<file path="src/cpwm_defs.vh">
// Constants for the counter and pulse-output parameter and diagnostic map
`ifndef CPWM_DEFS_VH
`define CPWM_DEFS_VH
`define EMCY_CODE_GENERAL 16'h7010
`define EMCY_CODE_DIAG_CHG 16'h7011
`define EMCY_ERR_GENERAL 8'h81
`define EMCY_BASE_ID 11'h081
`define EMCY_ID_OFFSET 11'h001
`define ERRREG_GENERIC_BIT 0
`define ERRREG_MANUF_BIT 7
`define DIAG_HW_BIT 7
`define DIAG_PAR_BIT 6
`define DIAG_PULSE_BIT 1
`define DIAG_AUX_BIT 0
`define DIR_BASIC 2'h0
`define DIR_NONE 2'h1
`define DIR_UP 2'h2
`define DIR_DOWN 2'h3
`define FILT_2US 2'h0
`define FILT_16US 2'h1
// Filter lengths counted in 50 ns clock cycles
`define FILT_2US_CYC 10'h028
`define FILT_16US_CYC 10'h140
`define IDX_PLAIN 4'hf
`define CNT_MODE_QUAD4 4'h4
`define CNT_MODE_PLAIN 4'hf
`define STS_WINDOW 2'h0
`define STS_PULSE 2'h3
`define PWM_PERIOD_DUTY_DEFINITION 4'h0
`define PWM_HIGH_LOW_TIME_DEFINITION 4'h1
`define PWM_PLAIN 4'hf
`define AUX_MODE_RST 6'h3f
`define AUX_RD1_RST 8'h20
`define AUX_RD2_RST 8'h21
`define AUX_RD3_RST 8'h40
`define AUX_WR1_RST 8'h60
`define AUX_WR2_RST 8'h61
`define AUX_WR3_RST 8'h70
`define REV_MULT 16'h03e8
`endif

</file>
<file path="src/cpwm_input_cond.v">
// Track input conditioner: polarity select and digital filter
`default_nettype none
`include "cpwm_defs.vh"
module cpwm_input_cond (
	input wire clk_i,
	input wire rst_i,
	input wire raw_i,
	input wire invert_i,
	input wire [1:0] filter_i,
	output reg clean_o
);
	wire lvl;
	wire [9:0] need;
	reg [9:0] stable_r;
	// Inverter sits ahead of the filter so both polarities filter the same
	assign lvl = invert_i ? ~raw_i : raw_i;
	// Reserved filter codes fall back to the short filter
	assign need = (filter_i == `FILT_16US) ? `FILT_16US_CYC : `FILT_2US_CYC;
	// Output follows only after the level held for the whole filter time
	always @(posedge clk_i) begin
		if (rst_i) begin
			stable_r <= 10'h000;
			clean_o <= 1'b0;
		end else if (lvl == clean_o) begin
			stable_r <= 10'h000;
		end else if (stable_r >= need - 10'h001) begin
			stable_r <= 10'h000;
			clean_o <= lvl;
		end else begin
			stable_r <= stable_r + 10'h001;
		end
	end
endmodule
`default_nettype wire

</file>
<file path="src/cpwm_diag_byte.v">
// One diagnostic byte with mask and change detection
`default_nettype none
`include "cpwm_defs.vh"
module cpwm_diag_byte (
	input wire clk_i,
	input wire rst_i,
	input wire mask_i,
	input wire hw_fault_i,
	input wire par_fault_i,
	input wire pulse_diag_i,
	input wire aux_diag_i,
	output reg [7:0] diag_o,
	output wire changed_o
);
	reg [7:0] raw;
	// Masked unit reports nothing at all
	always @* begin
		raw = 8'h00;
		raw[`DIAG_HW_BIT] = hw_fault_i;
		raw[`DIAG_PAR_BIT] = par_fault_i;
		raw[`DIAG_PULSE_BIT] = pulse_diag_i;
		raw[`DIAG_AUX_BIT] = aux_diag_i;
		if (mask_i) begin
			raw = 8'h00;
		end
	end
	assign changed_o = (raw != diag_o);
	always @(posedge clk_i) begin
		if (rst_i) begin
			diag_o <= 8'h00;
		end else begin
			diag_o <= raw;
		end
	end
endmodule
`default_nettype wire

</file>
<file path="src/cpwm_param_diag.v">
// Parameter decode, diagnostic record and emergency frame builder
// Operation
// - General fault sends code 7010, error register bits 0 and 7, zero info.
// - Any change in diagnostic bytes 0-3 sends code 7011 with module number.
// - Emergency identifier is 129 minus 1 plus node identifier.
// - Unused additional information bytes are sent as zero.
// - Error register bits: generic, current, voltage, temp, comm, profile, reserved, maker.
// - Track input setting 1 inverts the input, 0 passes it.
// - Diagnostic mask bit 1 suppresses that unit's diagnostics.
// - Measurement bit 0 selects frequency, 1 period duration.
// - Count direction 00 basic, 01 none, 10 up, 11 down.
// - Filter code 00 is 2 us, 01 is 16 us, others reserved.
// - Index-input mode decode; undefined codes are reserved.
// - Count mode decode; 0101 to 1110 reserved.
// - Status mode 00 gives compare window, 11 follows pulse output.
// - Pulse mode 0000 period/duty, 0001 high/low time, 1111 plain.
// - Aux output function resets to 3f, plain process-data output.
// - Aux read selectors reset to 20, 21, 40.
// - Aux write selectors reset to 60, 61, 70.
// - Four-byte diagnostic record, hardware and parameter faults at bits 7, 6.
// - Module-present shows 1 only when the module is plugged.
// - Class revision equals major times 1000 plus minor.
`default_nettype none
`include "cpwm_defs.vh"
module cpwm_param_diag (
	input wire clk_i,
	input wire rst_i,
	// Configuration write port
	input wire cfg_we_i,
	input wire [7:0] cfg_sel_i,
	input wire [7:0] cfg_data_i,
	// Counter inputs and state
	input wire [1:0] track_a_i,
	input wire [1:0] track_b_i,
	input wire [1:0] index_i,
	input wire [31:0] count_one_i,
	input wire [31:0] count_two_i,
	input wire [31:0] cmp_low_one_i,
	input wire [31:0] cmp_low_two_i,
	input wire [31:0] cmp_high_one_i,
	input wire [31:0] cmp_high_two_i,
	input wire [1:0] pulse_output_i,
	// Fault sources, presence and identity
	input wire hardware_fault_flag_i,
	input wire general_fault_i,
	input wire [1:0] pulse_out_diag_i,
	input wire [1:0] aux_out_diag_i,
	input wire slot_plugged_i,
	input wire base_only_i,
	input wire [6:0] node_id_i,
	input wire [7:0] module_num_i,
	input wire [7:0] rev_major_i,
	input wire [7:0] rev_minor_i,
	// Emergency frame handshake
	input wire emcy_ready_i,
	output wire emcy_valid_o,
	output reg [10:0] emcy_id_o,
	output reg [63:0] emcy_data_o,
	// Conditioned inputs
	output wire [1:0] track_a_o,
	output wire [1:0] track_b_o,
	output wire [1:0] index_o,
	// Decoded configuration
	output reg [1:0] period_mode_o,
	output reg [1:0] dir_up_o,
	output reg [1:0] dir_down_o,
	output reg [1:0] dir_none_o,
	output reg [1:0] quad_mode_o,
	output reg [1:0] cnt_plain_o,
	output reg [1:0] idx_plain_o,
	output reg [1:0] pwm_high_low_time_definition_o,
	output reg [1:0] pwm_plain_o,
	output reg [1:0] aux_plain_o,
	output reg [1:0] window_status_bit_o,
	output reg [47:0] aux_sel_o,
	// Diagnostics and identity
	output wire [31:0] diag_record_o,
	output reg module_present_o,
	output reg [15:0] class_rev_o
);
	// Configuration select codes
	localparam [7:0] S_INV_A1 = 8'h75;
	localparam [7:0] S_INV_B1 = 8'h76;
	localparam [7:0] S_INV_Z1 = 8'h77;
	localparam [7:0] S_MASK_C1 = 8'h78;
	localparam [7:0] S_MEAS1 = 8'h79;
	localparam [7:0] S_DIR1 = 8'h7a;
	localparam [7:0] S_FZ1 = 8'h7b;
	localparam [7:0] S_FAB1 = 8'h7c;
	localparam [7:0] S_IDX1 = 8'h7f;
	localparam [7:0] S_CMODE1 = 8'h80;
	localparam [7:0] S_INV_A2 = 8'h81;
	localparam [7:0] S_INV_B2 = 8'h82;
	localparam [7:0] S_INV_Z2 = 8'h83;
	localparam [7:0] S_MASK_C2 = 8'h84;
	localparam [7:0] S_MEAS2 = 8'h85;
	localparam [7:0] S_DIR2 = 8'h86;
	localparam [7:0] S_FZ2 = 8'h87;
	localparam [7:0] S_FAB2 = 8'h88;
	localparam [7:0] S_IDX2 = 8'h8b;
	localparam [7:0] S_CMODE2 = 8'h8c;
	localparam [7:0] S_MASK_P1 = 8'h8d;
	localparam [7:0] S_AUX1 = 8'h8e;
	localparam [7:0] S_STS1 = 8'h8f;
	localparam [7:0] S_PWM1 = 8'h92;
	localparam [7:0] S_MASK_P2 = 8'h93;
	localparam [7:0] S_AUX2 = 8'h94;
	localparam [7:0] S_STS2 = 8'h95;
	localparam [7:0] S_PWM2 = 8'h98;
	localparam [7:0] S_SEL_BASE = 8'h99;
	// Emitter states
	localparam [1:0] ST_IDLE = 2'h0;
	localparam [1:0] ST_SEND = 2'h1;

	reg [1:0] inv_a_r;
	reg [1:0] inv_b_r;
	reg [1:0] inv_z_r;
	reg [3:0] mask_r;
	reg [1:0] meas_r;
	reg [3:0] dir_r;
	reg [3:0] filt_z_r;
	reg [3:0] filt_ab_r;
	reg [7:0] idx_mode_r;
	reg [7:0] cnt_mode_r;
	reg [11:0] aux_mode_r;
	reg [3:0] sts_mode_r;
	reg [7:0] pwm_mode_r;
	reg [3:0] par_fault_r;
	reg [47:0] sel_r;
	reg [3:0] bad;
	reg [1:0] state_r;
	reg pend_gen_r;
	reg pend_chg_r;
	reg gen_prev_r;
	wire [3:0] changed;
	wire [31:0] diag;
	integer i;
	integer j;

	// Reserved-code checks, kept as functions so both channels' writes use the same check
	function idx_reserved;
		input [3:0] c;
		begin
			idx_reserved = (c == 4'h6) || ((c >= 4'ha) && (c <= 4'he));
		end
	endfunction
	function cmode_reserved;
		input [3:0] c;
		begin
			cmode_reserved = (c > `CNT_MODE_QUAD4) && (c != `CNT_MODE_PLAIN);
		end
	endfunction
	function pwm_reserved;
		input [3:0] c;
		begin
			pwm_reserved = (c != `PWM_PERIOD_DUTY_DEFINITION) && (c != `PWM_HIGH_LOW_TIME_DEFINITION) && (c != `PWM_PLAIN);
		end
	endfunction

	// Reserved code check on the incoming write
	always @* begin
		bad = 4'h0;
		if (cfg_we_i) begin
			case (cfg_sel_i)
				S_FZ1, S_FAB1: bad[0] = cfg_data_i[1];
				S_FZ2, S_FAB2: bad[1] = cfg_data_i[1];
				S_IDX1: bad[0] = idx_reserved(cfg_data_i[3:0]);
				S_IDX2: bad[1] = idx_reserved(cfg_data_i[3:0]);
				S_CMODE1: bad[0] = cmode_reserved(cfg_data_i[3:0]);
				S_CMODE2: bad[1] = cmode_reserved(cfg_data_i[3:0]);
				S_STS1: bad[2] = (cfg_data_i[1:0] == 2'h1) || (cfg_data_i[1:0] == 2'h2);
				S_STS2: bad[3] = (cfg_data_i[1:0] == 2'h1) || (cfg_data_i[1:0] == 2'h2);
				S_PWM1: bad[2] = pwm_reserved(cfg_data_i[3:0]);
				S_PWM2: bad[3] = pwm_reserved(cfg_data_i[3:0]);
				default: bad = 4'h0;
			endcase
		end
	end

	// Parameter store; reserved codes are stored too but flagged
	always @(posedge clk_i) begin
		if (rst_i) begin
			inv_a_r <= 2'h0;
			inv_b_r <= 2'h0;
			inv_z_r <= 2'h0;
			mask_r <= 4'h0;
			meas_r <= 2'h0;
			dir_r <= 4'h0;
			filt_z_r <= 4'h0;
			filt_ab_r <= 4'h0;
			idx_mode_r <= 8'h11;
			cnt_mode_r <= 8'h00;
			aux_mode_r <= {`AUX_MODE_RST, `AUX_MODE_RST};
			sts_mode_r <= 4'h0;
			pwm_mode_r <= 8'h00;
			par_fault_r <= 4'h0;
			sel_r <= {`AUX_WR3_RST, `AUX_WR2_RST, `AUX_WR1_RST,
				`AUX_RD3_RST, `AUX_RD2_RST, `AUX_RD1_RST};
		end else if (cfg_we_i) begin
			// A reserved code written to a filter, index, count-mode, status or pulse-mode field sets the fault flag of its unit
			for (i = 0; i < 4; i = i + 1) begin
				if (bad[i]) begin
					par_fault_r[i] <= 1'b1;
				end
			end
			case (cfg_sel_i)
				S_INV_A1: inv_a_r[0] <= cfg_data_i[0];
				S_INV_B1: inv_b_r[0] <= cfg_data_i[0];
				S_INV_Z1: inv_z_r[0] <= cfg_data_i[0];
				S_INV_A2: inv_a_r[1] <= cfg_data_i[0];
				S_INV_B2: inv_b_r[1] <= cfg_data_i[0];
				S_INV_Z2: inv_z_r[1] <= cfg_data_i[0];
				S_MASK_C1: mask_r[0] <= cfg_data_i[0];
				S_MASK_C2: mask_r[1] <= cfg_data_i[0];
				S_MASK_P1: mask_r[2] <= cfg_data_i[0];
				S_MASK_P2: mask_r[3] <= cfg_data_i[0];
				S_MEAS1: meas_r[0] <= cfg_data_i[0];
				S_MEAS2: meas_r[1] <= cfg_data_i[0];
				S_DIR1: dir_r[1:0] <= cfg_data_i[1:0];
				S_DIR2: dir_r[3:2] <= cfg_data_i[1:0];
				S_FZ1: filt_z_r[1:0] <= cfg_data_i[1:0];
				S_FZ2: filt_z_r[3:2] <= cfg_data_i[1:0];
				S_FAB1: filt_ab_r[1:0] <= cfg_data_i[1:0];
				S_FAB2: filt_ab_r[3:2] <= cfg_data_i[1:0];
				S_IDX1: idx_mode_r[3:0] <= cfg_data_i[3:0];
				S_IDX2: idx_mode_r[7:4] <= cfg_data_i[3:0];
				S_CMODE1: cnt_mode_r[3:0] <= cfg_data_i[3:0];
				S_CMODE2: cnt_mode_r[7:4] <= cfg_data_i[3:0];
				S_AUX1: aux_mode_r[5:0] <= cfg_data_i[5:0];
				S_AUX2: aux_mode_r[11:6] <= cfg_data_i[5:0];
				S_STS1: sts_mode_r[1:0] <= cfg_data_i[1:0];
				S_STS2: sts_mode_r[3:2] <= cfg_data_i[1:0];
				S_PWM1: pwm_mode_r[3:0] <= cfg_data_i[3:0];
				S_PWM2: pwm_mode_r[7:4] <= cfg_data_i[3:0];
				default: begin
					if ((cfg_sel_i >= S_SEL_BASE) && (cfg_sel_i < S_SEL_BASE + 8'h06)) begin
						sel_r[(cfg_sel_i - S_SEL_BASE) * 8 +: 8] <= cfg_data_i;
					end
				end
			endcase
			// Valid write to a filter, index, count-mode, status or pulse-mode field of the same unit releases the fault
			case (cfg_sel_i)
				S_FZ1, S_FAB1, S_IDX1, S_CMODE1: if (!bad[0]) par_fault_r[0] <= 1'b0;
				S_FZ2, S_FAB2, S_IDX2, S_CMODE2: if (!bad[1]) par_fault_r[1] <= 1'b0;
				S_STS1, S_PWM1: if (!bad[2]) par_fault_r[2] <= 1'b0;
				S_STS2, S_PWM2: if (!bad[3]) par_fault_r[3] <= 1'b0;
				default: par_fault_r <= par_fault_r | bad;
			endcase
		end
	end

	// Input conditioners, one per track and index input
	genvar g;
	generate
		for (g = 0; g < 2; g = g + 1) begin : ch
			cpwm_input_cond u_a (.clk_i(clk_i), .rst_i(rst_i), .raw_i(track_a_i[g]),
				.invert_i(inv_a_r[g]), .filter_i(filt_ab_r[2*g +: 2]), .clean_o(track_a_o[g]));
			cpwm_input_cond u_b (.clk_i(clk_i), .rst_i(rst_i), .raw_i(track_b_i[g]),
				.invert_i(inv_b_r[g]), .filter_i(filt_ab_r[2*g +: 2]), .clean_o(track_b_o[g]));
			cpwm_input_cond u_z (.clk_i(clk_i), .rst_i(rst_i), .raw_i(index_i[g]),
				.invert_i(inv_z_r[g]), .filter_i(filt_z_r[2*g +: 2]), .clean_o(index_o[g]));
			cpwm_diag_byte u_d (.clk_i(clk_i), .rst_i(rst_i), .mask_i(mask_r[g]),
				.hw_fault_i(hardware_fault_flag_i), .par_fault_i(par_fault_r[g]),
				.pulse_diag_i(1'b0), .aux_diag_i(1'b0),
				.diag_o(diag[8*g +: 8]), .changed_o(changed[g]));
			cpwm_diag_byte u_p (.clk_i(clk_i), .rst_i(rst_i), .mask_i(mask_r[g+2]),
				.hw_fault_i(hardware_fault_flag_i), .par_fault_i(par_fault_r[g+2]),
				.pulse_diag_i(pulse_out_diag_i[g]), .aux_diag_i(aux_out_diag_i[g]),
				.diag_o(diag[8*(g+2) +: 8]), .changed_o(changed[g+2]));
		end
	endgenerate
	assign diag_record_o = diag;

	// Registered decodes for the datapaths
	always @(posedge clk_i) begin
		if (rst_i) begin
			period_mode_o <= 2'h0;
			dir_up_o <= 2'h0;
			dir_down_o <= 2'h0;
			dir_none_o <= 2'h0;
			quad_mode_o <= 2'h0;
			cnt_plain_o <= 2'h0;
			idx_plain_o <= 2'h0;
			pwm_high_low_time_definition_o <= 2'h0;
			pwm_plain_o <= 2'h0;
			aux_plain_o <= 2'h3;
			window_status_bit_o <= 2'h0;
			aux_sel_o <= 48'h0;
			module_present_o <= 1'b0;
			class_rev_o <= 16'h0000;
		end else begin
			period_mode_o <= meas_r;
			for (j = 0; j < 2; j = j + 1) begin
				dir_up_o[j] <= (dir_r[2*j +: 2] == `DIR_UP);
				dir_down_o[j] <= (dir_r[2*j +: 2] == `DIR_DOWN);
				dir_none_o[j] <= (dir_r[2*j +: 2] == `DIR_NONE);
				quad_mode_o[j] <= (cnt_mode_r[4*j +: 4] >= 4'h2) && (cnt_mode_r[4*j +: 4] <= `CNT_MODE_QUAD4);
				cnt_plain_o[j] <= (cnt_mode_r[4*j +: 4] == `CNT_MODE_PLAIN);
				idx_plain_o[j] <= (idx_mode_r[4*j +: 4] == `IDX_PLAIN);
				pwm_high_low_time_definition_o[j] <= (pwm_mode_r[4*j +: 4] == `PWM_HIGH_LOW_TIME_DEFINITION);
				pwm_plain_o[j] <= (pwm_mode_r[4*j +: 4] == `PWM_PLAIN);
				aux_plain_o[j] <= (aux_mode_r[6*j +: 6] == `AUX_MODE_RST);
			end
			// Reserved status codes hold the bit low
			window_status_bit_o[0] <= (sts_mode_r[1:0] == `STS_PULSE) ? pulse_output_i[0] :
				(sts_mode_r[1:0] == `STS_WINDOW) && (count_one_i >= cmp_low_one_i) &&
				(count_one_i < cmp_high_one_i);
			window_status_bit_o[1] <= (sts_mode_r[3:2] == `STS_PULSE) ? pulse_output_i[1] :
				(sts_mode_r[3:2] == `STS_WINDOW) && (count_two_i >= cmp_low_two_i) &&
				(count_two_i < cmp_high_two_i);
			aux_sel_o <= sel_r;
			module_present_o <= slot_plugged_i & ~base_only_i;
			class_rev_o <= {8'h00, rev_major_i} * `REV_MULT + {8'h00, rev_minor_i};
		end
	end

	// Emergency emitter; general fault has priority over diagnostic change
	assign emcy_valid_o = (state_r == ST_SEND);
	always @(posedge clk_i) begin
		if (rst_i) begin
			state_r <= ST_IDLE;
			pend_gen_r <= 1'b0;
			pend_chg_r <= 1'b0;
			gen_prev_r <= 1'b0;
			emcy_id_o <= 11'h000;
			emcy_data_o <= 64'h0;
		end else begin
			gen_prev_r <= general_fault_i;
			// New events set pending even while a frame is being sent
			if (general_fault_i && !gen_prev_r) begin
				pend_gen_r <= 1'b1;
			end
			if (|changed) begin
				pend_chg_r <= 1'b1;
			end
			case (state_r)
				ST_IDLE: begin
					emcy_id_o <= `EMCY_BASE_ID - `EMCY_ID_OFFSET + {4'h0, node_id_i};
					if (pend_gen_r) begin
						pend_gen_r <= general_fault_i && !gen_prev_r;
						// Bytes: code low, code high, error register, five zero bytes
						emcy_data_o <= {40'h0, `EMCY_ERR_GENERAL, `EMCY_CODE_GENERAL};
						state_r <= ST_SEND;
					end else if (pend_chg_r) begin
						pend_chg_r <= |changed;
						emcy_data_o <= {40'h0, module_num_i, `EMCY_CODE_DIAG_CHG};
						state_r <= ST_SEND;
					end
				end
				ST_SEND: begin
					if (emcy_ready_i) begin
						state_r <= ST_IDLE;
					end
				end
				default: state_r <= ST_IDLE;
			endcase
		end
	end
endmodule
`default_nettype wire

</file>
<file path="config.mk">
export PLATFORM = sky130hd
export DESIGN_NAME = cpwm_param_diag
export DESIGN_NICKNAME = d
export VERILOG_FILES = /design/src/cpwm_input_cond.v /design/src/cpwm_diag_byte.v /design/src/cpwm_param_diag.v
export VERILOG_INCLUDE_DIRS = /design/src
export SDC_FILE = /design/constraint.sdc
export NUM_CORES = 1
export LEC_CHECK = 0
export ABC_AREA = 1
export BUFFER_PORTS_ARGS = -buffer_cell sky130_fd_sc_hd__buf_2
export CORE_AREA = 2 2 193 195
export CTS_CLUSTER_DIAMETER = 30
export CTS_CLUSTER_SIZE = 30
export DETAILED_ROUTE_END_ITERATION = 12
export DIE_AREA = 0 0 195 197
export PLACE_DENSITY = 0.77
export SETUP_SLACK_MARGIN = 0.02
export SYNTH_ARGS = -nofsm -noshare
export SYNTH_HDL_FRONTEND = slang
export SYNTH_SLANG_ARGS = --single-unit
</file>
<file path="constraint.sdc">
create_clock -name clk_i -period 3.55 [get_ports clk_i]
set_clock_uncertainty 0.15 [all_clocks]
set_input_delay 0 -clock clk_i [delete_from_list [all_inputs] [get_ports clk_i]]
set_output_delay 0 -clock clk_i [all_outputs]
set_load 0.02 [all_outputs]
</file>
==> results of run 1 <==
-- how the worst max path moves through the flow --
stage	startpoint	to	slack, ps	cells after the start
global placement	rev_major_i[0]	class_rev_o[14]	-480	17
floorplan	rev_major_i[0]	class_rev_o[15]	-170	19
global route	rev_major_i[2]	class_rev_o[14]	-90	18
finish	rev_major_i[1]	class_rev_o[15]	70	18
CTS	rev_major_i[0]	class_rev_o[14]	30	17
detailed placement	rev_major_i[0]	class_rev_o[14]	-540	17
-- metal layers --
layer | up-vias | part of all wire [%]
met3 | 116 | 6.3
met4 | 0 | 3.0
li1 | 8320 | -
met1 | 7738 | 41
met2 | 601 | 50
met5 | - | 0
-- kinds of logic after synthesis --
logic type,share of synthesized area (%)
AO/OA/AOI/OAI,11.80
XOR/XNOR,2.747
adder cells (fa/ha/maj),16.83
buffers and inverters,13.13
flip-flops,34.59
other,0.02139
AND/OR/NAND/NOR,20.89
-- per-stage QoR --
step | setup WS [ps] | power (mW) | setup TNS, ps | area [sq um]
3_5_place_dp | -535.5 | 5.916 | -2203 | 19760
6_report | 71.33 | 12.84 | 0 | 23220
5_1_grt | -91.86 | 13.42 | -324.1 | 23220
3_3_place_gp | -484.3 | 5.836 | -1933 | 19760
2_1_floorplan | -174.9 | 5.175 | -442.5 | 17830
4_1_cts | 28.69 | 12.69 | 0 | 23000
-- what timing repair did --
item / in CTS / in global routing
buffers inserted: 0 / 7
hold buffers: 75 / 1
gates resized for setup: 0 / 33
endpoints found under the setup margin: 0 / 53
hold endpoints to repair: 184 / 1
-- state kept, by name, indices dropped and copies added, names as in the netlist, 8 cells and up --
signal,count
class_rev_o,16
sel_r,48
emcy_id_o,8
ch.u_p.diag_o,8
emcy_data_o,10
aux_mode_r,12
pwm_mode_r,8
ch.u_a.stable_r,20
idx_mode_r,8
ch.u_b.stable_r,20
cnt_mode_r,8
ch.u_z.stable_r,20
aux_sel_o,48
-- layout by cell type (no fill, tap or decap), types with 16 or more instances in the layout --
master / instances
buf_2: 382
inv_1: 374
dfxtp_1: 303
nand2_1: 290
nor2_1: 247
ha_1: 196
a21oi_1: 157
o21ai_0: 101
nand3_1: 95
dlygate4sd3_1: 75
conb_1: 74
clkbuf_16: 70
nor3_1: 60
buf_4: 41
nand4_1: 39
xor2_1: 34
fa_1: 23
o211ai_1: 21
xnor2_1: 20
o31ai_1: 16
a211oi_1: 16
-- area by class of cell --
class                   count  area [sq um]  area share (%)
multi-input cells        1522          9615           41.41
flip-flops and latches    303          6066           26.12
repair buffers            500          2993           12.89
clock buffers              83          1861           8.012
inverters                 389          1470           6.331
clock inverters            44         628.1           2.705
well taps                 468         585.6           2.522
diodes                      1         2.502         0.01078
-- power breakdown --
| part | total [mW] | switching, mW | internal, mW |
|---|---|---|---|
| Sequential | 3.57 | 0.0612 | 3.51 |
| Combinational | 2.61 | 1.54 | 1.07 |
| Clock | 6.66 | 2.08 | 4.58 |
| Total | 12.8 | 3.68 | 9.16 |
-- critical path: cells and delay by family --
kind | cells | cell delay [ps]
buf+inv | 3 | 210
fa+ha+maj | 5 | 2320
compound gates | 6 | 890
simple gates | 3 | 170
xor+xnor | 1 | 200
==> flow_metrics.env, run 1 <==
export IMPL_outcome="finished clean"
export IMPL_num_vias=16780
export IMPL_worstReg2RegEnd="ch[1].u_a.stable_r[9]"
export IMPL_first_pass_iters=5
export IMPL_grt_max_degree=83
export IMPL_rrSetupSlack_ps=1050
export IMPL_ys_ff_latch=303
export IMPL_drv_cap=0
export IMPL_grt_pass1_vias=16890
export IMPL_min_period_ps=3479
export IMPL_hold_class="input pin to register"
export IMPL_ys_flop_type="dfxtp_1"
export IMPL_crit_path_end_kind="register"
export IMPL_hold_ws_ps=42.04
export IMPL_stdcell_count=3310
export IMPL_max_stage_delay_ps=560
export IMPL_gr_usage_met1_pct=32.25
export IMPL_final_core_util_pct=64.04
export IMPL_area_growth_pct=32.43
export IMPL_power_leakage_nw=11.74
export IMPL_port_buffers=385
export IMPL_grt_first_pass_wirelength_um=83750
export IMPL_h_tree_depth=3
export IMPL_clockRootBuffer="clkbuf_16"
export IMPL_cts_tree="done"
export IMPL_dieHeight_um=197
export IMPL_core_area_sq_um=36260
export IMPL_layout_nets=3266
export IMPL_synth_cell_types=56
export IMPL_dpl_hpwl_um=39720
export IMPL_crit_fanout=4
export IMPL_final_hold_viol_count=0
export IMPL_drv_slew=0
export IMPL_place_congestion=0.9909
export IMPL_n_fill_cell=3050
export IMPL_grt_overflow=0
export IMPL_worstMarginPinSlew_ps=946.5
export IMPL_totalWireLength_um=52700
export IMPL_yosysMostFrequentCell="inv_1"
export IMPL_drtAntennaViolNets=0
export IMPL_async_flop_share_pct=0
export IMPL_synth_cells=2267
export IMPL_ys_top_cells_by_count="inv_1 (375), dfxtp_1 (303), nand2_1 (294)"
export IMPL_drc=0
export IMPL_grt_busiest_layer="met2"
export IMPL_path_clk_slew_ps=50
export IMPL_clockBufferDepth=3
export IMPL_synthTopCellsByArea="dfxtp_1 (35%), ha_1 (14%), inv_1 (8.0%), nand2_1 (6.3%), nor2_1 (5.3%)"
export IMPL_drtIter0Drc=922
export IMPL_row_count=70
export IMPL_arrival_ps=3780
export IMPL_clkLatencyLatePin_ps=570
export IMPL_die_x_um=195
export IMPL_rsz0062_at_grt="true"
export IMPL_worstPathRequired_ps=3850
export IMPL_cpMaxStageDelayCell="fa_1"
export IMPL_cts_buffers=69
export IMPL_synth_edf_count=0
export IMPL_setup_viol=0
export IMPL_hp_start="cfg_sel_i[1]"
export IMPL_avgRoutedWirePerCell_um=15.92
export IMPL_die_area_sq_um=38420
export IMPL_synth_area_per_cell_sq_um=7.735
export IMPL_path_class="input pin to register"
export IMPL_vias_per_cell=5.068
export IMPL_yosysSeqAreaShare_pct=34.59
export IMPL_r2r_start="filt_ab_r[2]"
export IMPL_place_inst=3099
export IMPL_mappedNetlistArea_sq_um=17530
export IMPL_r2r_worst_path_cells=8
export IMPL_cts_sinks=303
export IMPL_initial_utilization_pct=48.36
export IMPL_netlist_area_leader_share_pct=34.59
export IMPL_drive_above_1_share_pct=21.96
export IMPL_whs_path_depth=6
export IMPL_ioPinCount=460
export IMPL_power_density_nw_per_um2=553.1
export IMPL_whs_endpoint="sel_r[45]"
export IMPL_crit_path_frequent_cell="fa_1"
export IMPL_crit_path_start_kind="input pin"
export IMPL_met2_usage_pct=48.69
export IMPL_vdd_ir_drop_max_uv=488.0
export IMPL_grt_use_total_pct=27.15
export IMPL_cp_cell_sequence="buf_6, fa_1, inv_1, fa_1, fa_1, inv_1, fa_1, ha_4, nand2_4, o21ai_4, a21oi_2, o21bai_1, a21oi_1, o21ai_1, xnor2_2, o21ai_1, nand2_1, nor2_1"
export IMPL_fmax_ghz=0.2875
export IMPL_grt_antenna_before_repair=1
export IMPL_yosys_area_top_type="dfxtp_1"
export IMPL_grt_use_met3_pct=5.407
export IMPL_slew_headroom_pct=36.90
export IMPL_min_period_over_period_pct=97.99
export IMPL_yosysWarnings=0
No activity file was read; power rests on OpenSTA's default activity.
==> inputs of run 2 (changes only) <==
--- a/config.mk
+++ b/config.mk
@@ -6,15 +6,16 @@
 export SDC_FILE = /design/constraint.sdc
 export NUM_CORES = 1
 export LEC_CHECK = 0
-export ABC_AREA = 1
+export ABC_CLOCK_PERIOD_IN_PS = 3550
 export BUFFER_PORTS_ARGS = -buffer_cell sky130_fd_sc_hd__buf_2
-export CORE_AREA = 2 2 193 195
+export CORE_AREA = 2 2 192 194
 export CTS_CLUSTER_DIAMETER = 30
 export CTS_CLUSTER_SIZE = 30
 export DETAILED_ROUTE_END_ITERATION = 12
-export DIE_AREA = 0 0 195 197
-export PLACE_DENSITY = 0.77
+export DIE_AREA = 0 0 194 196
+export PLACE_DENSITY = 0.76
 export SETUP_SLACK_MARGIN = 0.02
 export SYNTH_ARGS = -nofsm -noshare
 export SYNTH_HDL_FRONTEND = slang
 export SYNTH_SLANG_ARGS = --single-unit
+export TNS_END_PERCENT = 100
==> run 2 against run 1 <==
Effect of this change: the run now ends with negative setup slack left; sequential share of layout area rose by 0.57 points; sequential power is essentially flat; non-clock buffer count increased by 28; count of clock-buffer cells in the layout stayed put; setup slack worse by 270 ps; critical path depth fell by 3; combinational power up 19%; sequential cell count is the same; die area shrank 1.0%; critical endpoint unchanged; largest cell class unchanged.
==> flow_metrics.env, run 2 <==
export IMPL_path_clk_slew_ps=40
export IMPL_totalWireLength_um=46580
export IMPL_drc=0
export IMPL_area_growth_pct=32.92
export IMPL_die_area_sq_um=38020
export IMPL_slew_headroom_pct=28.86
export IMPL_crit_path_end_kind="register"
export IMPL_synthTopCellsByArea="dfxtp_1 (35%), ha_1 (15%), nor2_1 (5.0%), inv_1 (3.8%), buf_4 (3.7%)"
export IMPL_drtIter0Drc=799
export IMPL_violations="negative setup slack"
export IMPL_drive_above_1_share_pct=23.24
export IMPL_hold_class="input pin to register"
export IMPL_first_pass_iters=5
export IMPL_max_stage_delay_ps=540
export IMPL_crit_path_start_kind="input pin"
export IMPL_crit_path_frequent_cell="fa_1"
export IMPL_dpl_hpwl_um=33910
export IMPL_num_vias=15530
export IMPL_whs_path_depth=5
export IMPL_r2r_start="filt_ab_r[3]"
export IMPL_clkPwrFrac_pct=47.6
export IMPL_grt_use_total_pct=23.39
export IMPL_stdcell_area_sq_um=22720
export IMPL_final_hold_viol_count=0
export IMPL_place_congestion=0.9199
export IMPL_clockRootBuffer="clkbuf_16"
export IMPL_min_period_over_period_pct=105.5
export IMPL_setup_viol=5
export IMPL_grt_antenna_before_repair=0
export IMPL_whs_endpoint="class_rev_o[5]"
export IMPL_power_leakage_nw=10.97
export IMPL_final_core_util_pct=62.98
export IMPL_worstReg2RegEnd="ch[1].u_b.stable_r[9]"
export IMPL_multi_input_area_sq_um=9923
export IMPL_drtAntennaViolNets=0
export IMPL_row_count=70
export IMPL_synth_cell_types=69
export IMPL_grt_first_pass_wirelength_um=74190
export IMPL_initial_utilization_pct=47.38
export IMPL_hp_start="rev_major_i[0]"
export IMPL_core_area_sq_um=36080
export IMPL_ys_top_cells_by_count="dfxtp_1 (303), nor2_1 (227), ha_1 (199)"
export IMPL_outcome="finished with violations"
export IMPL_vias_per_cell=5.127
export IMPL_rsz0062_at_grt="true"
export IMPL_layout_commonest_cell="buf_2"
export IMPL_ioPinCount=460
export IMPL_yosysWarnings=0
export IMPL_worstMarginPinSlew_ps=1065
export IMPL_top_regs="aux_sel_o x48, sel_r x48"
export IMPL_cpMaxStageDelayCell="fa_1"
export IMPL_place_area_sq_um=19440
export IMPL_clkLatencyLatePin_ps=560
export IMPL_min_period_ps=3745
export IMPL_clockBufferDepth=3
export IMPL_power_total_mw=12.73
export IMPL_finalWorstSetupSlack_ps=-195.1
export IMPL_yosysSeqAreaShare_pct=35.48
export IMPL_h_tree_depth=3
export IMPL_vdd_ir_drop_max_uv=539.0
export IMPL_synth_edf_count=0
export IMPL_switching_share_pct=29.46
export IMPL_synth_area_per_cell_sq_um=8.591
export IMPL_dieHeight_um=196
export IMPL_rrSetupSlack_ps=930
export IMPL_r2r_worst_path_cells=9
export IMPL_ys_flop_type="dfxtp_1"
export IMPL_cp_cell_sequence="buf_8, fa_1, inv_1, fa_1, fa_1, inv_1, fa_1, ha_4, o21ai_2, or4b_4, o311ai_4, nand3_4, or3_4, or4_4, nand2_2"
export IMPL_n_fill_cell=2951
export IMPL_drv_slew=0
export IMPL_drv_cap=0
export IMPL_yosysMostFrequentCell="dfxtp_1"
export IMPL_crit_fanout=2
export IMPL_cts_sinks=303
export IMPL_seq_power_share_pct=28.0
export IMPL_grt_pass1_vias=15390
export IMPL_synth_cells=1990
export IMPL_async_flop_share_pct=0
export IMPL_arrival_ps=4090
export IMPL_seqCellArea_sq_um=6066
export IMPL_cts_tree="done"
export IMPL_worstPathRequired_ps=3890
export IMPL_port_buffers=385
export IMPL_final_cell_mix="buf_2 (382), dfxtp_1 (303), nor2_1 (226), ha_1 (196), inv_1 (171)"
export IMPL_die_x_um=194
export IMPL_mappedNetlistArea_sq_um=17100
export IMPL_fmax_ghz=0.2670
export IMPL_n_antenna_cell=0
export IMPL_internal_power_mw=8.978
export IMPL_yosys_area_top_type="dfxtp_1"
export IMPL_avgRoutedWirePerCell_um=15.38
export IMPL_grt_overflow=0
export IMPL_cts_buffers=66
export IMPL_ys_ff_latch=303
export IMPL_netlist_area_leader_share_pct=35.48
export IMPL_path_class="input pin to register"
export IMPL_power_density_nw_per_um2=560.0
export IMPL_grt_max_degree=106
export IMPL_place_ws_ps=-882.7
export IMPL_p_comb_share_pct=24.4
export IMPL_layout_nets=2990
export IMPL_power_switching_mw=3.749
==> run 2: cell types whose count changed in the layout (fill, tap and decap cells not counted), moves of 21 or more <==
cell	previous run	this run
a21oi_1	157	92
inv_1	374	171
mux2i_1	0	53
nand2_1	290	162
nor2_1	247	226
nor2b_1	0	69
nor3_1	60	12
o21ai_0	101	80
xnor2_1	20	42
==> run 2: worst max-delay path, delay by kind of cell <==
kind / cells / cell delay [ps]
AO/OA/AOI/OAI: 2 / 150
buffers and inverters: 3 / 200
AND/OR/NAND/NOR: 5 / 1480
adder cells (fa/ha/maj): 5 / 2230
==> run 2: cells by family (layout without fill, tap and decap cells) <==
| logic type | Yosys count | count (layout) | share of synthesized area, % |
|---|---|---|---|
| other | 1 | 74 | 0.02193 |
| flip-flops | 303 | 303 | 35.48 |
| XOR/XNOR | 88 | 88 | 4.508 |
| AO/OA/AOI/OAI | 305 | 305 | 11.05 |
| buffers and inverters | 322 | 819 | 8.987 |
| AND/OR/NAND/NOR | 696 | 696 | 19.59 |
| multiplexers | 53 | 53 | 3.103 |
| adder cells (fa/ha/maj) | 222 | 222 | 17.26 |
==> run 2: final cells by class <==
| type | count | area share, % |
|---|---|---|
| Multi-Input combinational cell | 1438 | 43.67 |
| Sequential cell | 303 | 26.69 |
| Timing Repair Buffer | 528 | 14.26 |
| Clock buffer | 83 | 7.989 |
| Inverter | 172 | 2.841 |
| Tap cell | 468 | 2.577 |
| Clock inverter | 36 | 1.977 |
==> run 2: what timing repair did <==
item	4_1_cts	5_1_grt
gates cloned	0	1
endpoints found under the hold margin	201	0
pin swaps	11	11
resized for setup	12	27
hold buffers	78	0
setup endpoints to repair	3	53
setup buffers	4	5
==> run 2: how the worst max path moves through the flow <==
stage,startpoint,to,slack (ps)
after floorplan,rev_major_i[2],class_rev_o[15],-670
after global placement,rev_major_i[2],class_rev_o[15],-850
after detailed placement,rev_major_i[2],class_rev_o[15],-880
after CTS,rev_major_i[1],class_rev_o[15],-200
after global routing,rev_major_i[1],class_rev_o[15],-300
final,rev_major_i[1],class_rev_o[15],-200
==> run 2: metal layers <==
| layer | GRT usage (%) | vias up | wire length, um |
|---|---|---|---|
| met2 | 40.83 | 473 | 22950 |
| met4 | 7.576 | 0 | 1050 |
| met1 | 28.86 | 7309 | 19860 |
| met5 | 0 | - | 0 |
| li1 | - | 7658 | - |
| met3 | 4.779 | 86 | 2713 |
==> run 2: power by group through the flow <==
stage | Combinational (mW) | Sequential, mW | Clock, mW
final | 3.10 | 3.56 | 6.06
after global routing | 3.43 | 3.57 | 6.32
after CTS | 2.92 | 3.56 | 6.12
after detailed placement | 2.65 | 3.62 | 0
after global placement | 2.58 | 3.62 | 0
after floorplan | 1.67 | 3.71 | 0
==> run 2: stage by stage <==
stage,setup TNS (ps),std cells,hold slack [ps]
final,-398.2,3028,53.25
after global routing,-966.6,3028,83.57
after CTS,-654.4,3023,35.92
after detailed placement,-3431,2823,20.14
after global placement,-2906,2823,12.43
after floorplan,-1380,2063,-73.85
==> inputs of run 3 (changes only) <==
--- a/config.mk
+++ b/config.mk
@@ -8,11 +8,11 @@
 export LEC_CHECK = 0
 export ABC_CLOCK_PERIOD_IN_PS = 3550
 export BUFFER_PORTS_ARGS = -buffer_cell sky130_fd_sc_hd__buf_2
-export CORE_AREA = 2 2 192 194
+export CORE_AREA = 2 2 163 229
 export CTS_CLUSTER_DIAMETER = 30
 export CTS_CLUSTER_SIZE = 30
 export DETAILED_ROUTE_END_ITERATION = 12
-export DIE_AREA = 0 0 194 196
+export DIE_AREA = 0 0 165 231
 export PLACE_DENSITY = 0.76
 export SETUP_SLACK_MARGIN = 0.02
 export SYNTH_ARGS = -nofsm -noshare
==> run 3 against run 2 <==
Effect of this change: the run still ends with negative setup slack left; cell count down 1.2%; sequential share of layout area grew 0.72 points; combinational power is essentially flat; via count shrank 0.70%; setup slack improved by 82 ps; sequential cell count stayed put; final area decreased by 2.6%; global-route usage increased by 0.42 points; critical path depth did not move; largest cell class unchanged.
==> flow_metrics.env, run 3 (same netlist as run 2, synthesis figures left out) <==
export IMPL_cp_cell_sequence="buf_8, fa_1, inv_1, fa_1, fa_1, inv_1, fa_1, ha_4, o21ai_2, or4b_4, o311ai_4, nand3_4, or3_4, or4_1, nand2_1"
export IMPL_hold_ws_ps=24.61
export IMPL_num_vias=15420
export IMPL_rsz0062_at_grt="true"
export IMPL_worstMarginPinSlew_ps=837.9
export IMPL_clkPwrFrac_pct=42.9
export IMPL_fmax_ghz=0.2730
export IMPL_vdd_ir_drop_max_uv=432.1
export IMPL_power_total_mw=11.62
export IMPL_seq_power_share_pct=30.6
export IMPL_p_comb_share_pct=26.6
export IMPL_r2r_worst_path_cells=9
export IMPL_grt_overflow=0
export IMPL_worstPathRequired_ps=3930
export IMPL_whs_path_depth=4
export IMPL_core_area_sq_um=36240
export IMPL_crit_path_end_kind="register"
export IMPL_area_growth_pct=29.41
export IMPL_outcome="finished with violations"
export IMPL_ioPinCount=460
export IMPL_top_regs="aux_sel_o x48, sel_r x48"
export IMPL_cts_sinks=303
export IMPL_cpMaxStageDelayCell="fa_1"
export IMPL_layout_commonest_cell="buf_2"
export IMPL_power_density_nw_per_um2=525.0
export IMPL_place_inst=2824
export IMPL_totalWireLength_um=47000
export IMPL_arrival_ps=4040
export IMPL_cts_tree="done"
export IMPL_seqCellArea_sq_um=6066
export IMPL_layout_nets=2963
export IMPL_final_cell_mix="buf_2 (383), dfxtp_1 (303), nor2_1 (226), ha_1 (197), inv_1 (171)"
export IMPL_drtIter0Drc=723
export IMPL_max_stage_delay_ps=560
export IMPL_final_core_util_pct=61.04
export IMPL_crit_path_start_kind="input pin"
export IMPL_whs_endpoint="emcy_id_o[6]"
export IMPL_grt_first_pass_wirelength_um=73290
export IMPL_path_clk_slew_ps=60
export IMPL_final_hold_viol_count=0
export IMPL_min_period_ps=3663
export IMPL_crit_path_frequent_cell="fa_1"
export IMPL_row_count=83
export IMPL_drtAntennaViolNets=0
export IMPL_hold_class="input pin to register"
export IMPL_switching_share_pct=32.64
export IMPL_port_buffers=385
export IMPL_grt_max_degree=70
export IMPL_power_switching_mw=3.792
export IMPL_first_pass_iters=5
export IMPL_power_leakage_nw=10.68
export IMPL_dieHeight_um=231
export IMPL_drive_above_1_share_pct=22.48
export IMPL_internal_power_mw=7.824
export IMPL_hp_start="node_id_i[6]"
export IMPL_clockBufferDepth=3
export IMPL_grt_pass1_vias=15350
export IMPL_setup_viol=2
export IMPL_grt_antenna_before_repair=2
export IMPL_clockRootBuffer="clkbuf_16"
export IMPL_place_ws_ps=-896.1
export IMPL_n_fill_cell=2964
export IMPL_place_congestion=0.9144
export IMPL_die_area_sq_um=38120
export IMPL_drv_slew=0
export IMPL_dpl_hpwl_um=34910
export IMPL_stdcell_count=2992
export IMPL_cts_buffers=48
export IMPL_startpoint="rev_major_i[0]"
export IMPL_r2r_start="filt_ab_r[3]"
export IMPL_worstReg2RegEnd="ch[1].u_a.stable_r[3]"
export IMPL_slew_headroom_pct=44.02
export IMPL_drv_cap=0
export IMPL_avgRoutedWirePerCell_um=15.71
export IMPL_grt_use_total_pct=23.82
export IMPL_initial_utilization_pct=47.17
export IMPL_min_period_over_period_pct=103.2
export IMPL_path_class="input pin to register"
export IMPL_drc=0
export IMPL_die_x_um=165
export IMPL_h_tree_depth=2
export IMPL_rrSetupSlack_ps=780
export IMPL_vias_per_cell=5.153
export IMPL_violations="negative setup slack"
export IMPL_crit_fanout=2
export IMPL_multi_input_area_sq_um=9884
export IMPL_finalWorstSetupSlack_ps=-113.5
export IMPL_clkLatencyLatePin_ps=580
## run 3: changes by cell type in the layout (fill, tap and decap cells not counted), sizes merged
cell / delta
bufinv: -2
dlygate4sd3: -8
clkinvlp: -2
clkbuf: -35
diode: +3
inv: +13
clkinv: -4
## run 3: area by class of cell
cell class	instances	area share, %
multi-input cells	1438	44.68
flip-flops and latches	303	27.42
repair buffers	519	14.17
clock buffers	49	5.491
inverters	172	2.918
clock inverters	41	2.652
well taps	467	2.641
diodes	3	0.03393
## run 3: power by group through the flow
stage                     logic [mW]  clock network [mW]  registers (mW)
after CTS                       2.89                5.07            3.55
after global routing            3.39                5.23            3.56
after floorplan                 1.67                   0            3.71
after global placement          2.59                   0            3.62
final                           3.09                4.98            3.55
after detailed placement        2.69                   0            3.62
## run 3: worst max path at each step
stage,end,cells past startpoint
3_3_place_gp,class_rev_o[15],15
4_1_cts,class_rev_o[15],15
2_1_floorplan,class_rev_o[15],14
3_5_place_dp,class_rev_o[15],15
5_1_grt,class_rev_o[15],15
6_report,class_rev_o[15],15
## run 3: layer usage
| metal | share of wire, % | up-vias | wire [um] | GRT usage, % |
|---|---|---|---|---|
| met3 | 6.5 | 129 | 3055 | 4.635 |
| met1 | 37 | 7137 | 17360 | 25.03 |
| met2 | 52 | 540 | 24570 | 44.88 |
| met5 | 0 | - | 0 | 0 |
| li1 | - | 7611 | - | - |
| met4 | 4.3 | 0 | 2010 | 10.76 |
## run 3: what timing repair did
item	in CTS	in global routing
setup buffers	1	4
hold buffers	70	0
gates resized for setup	6	17
endpoints found under the setup margin	2	53
hold endpoints to repair	235	0
pin swaps	12	5
## run 3: per-stage QoR
stage,cell area [sq um],setup TNS (ps)
2_1_floorplan,17390,-1380
3_3_place_gp,19460,-2953
3_5_place_dp,19460,-3521
4_1_cts,22000,-397.5
5_1_grt,22120,-610.3
6_report,22120,-126.5
## run 3: critical path: cells and delay by family
kind	cells	cell delay [ps]
adder cells (fa/ha/maj)	5	2270
AND/OR/NAND/NOR	5	1420
buffers and inverters	3	210
AO/OA/AOI/OAI	2	150
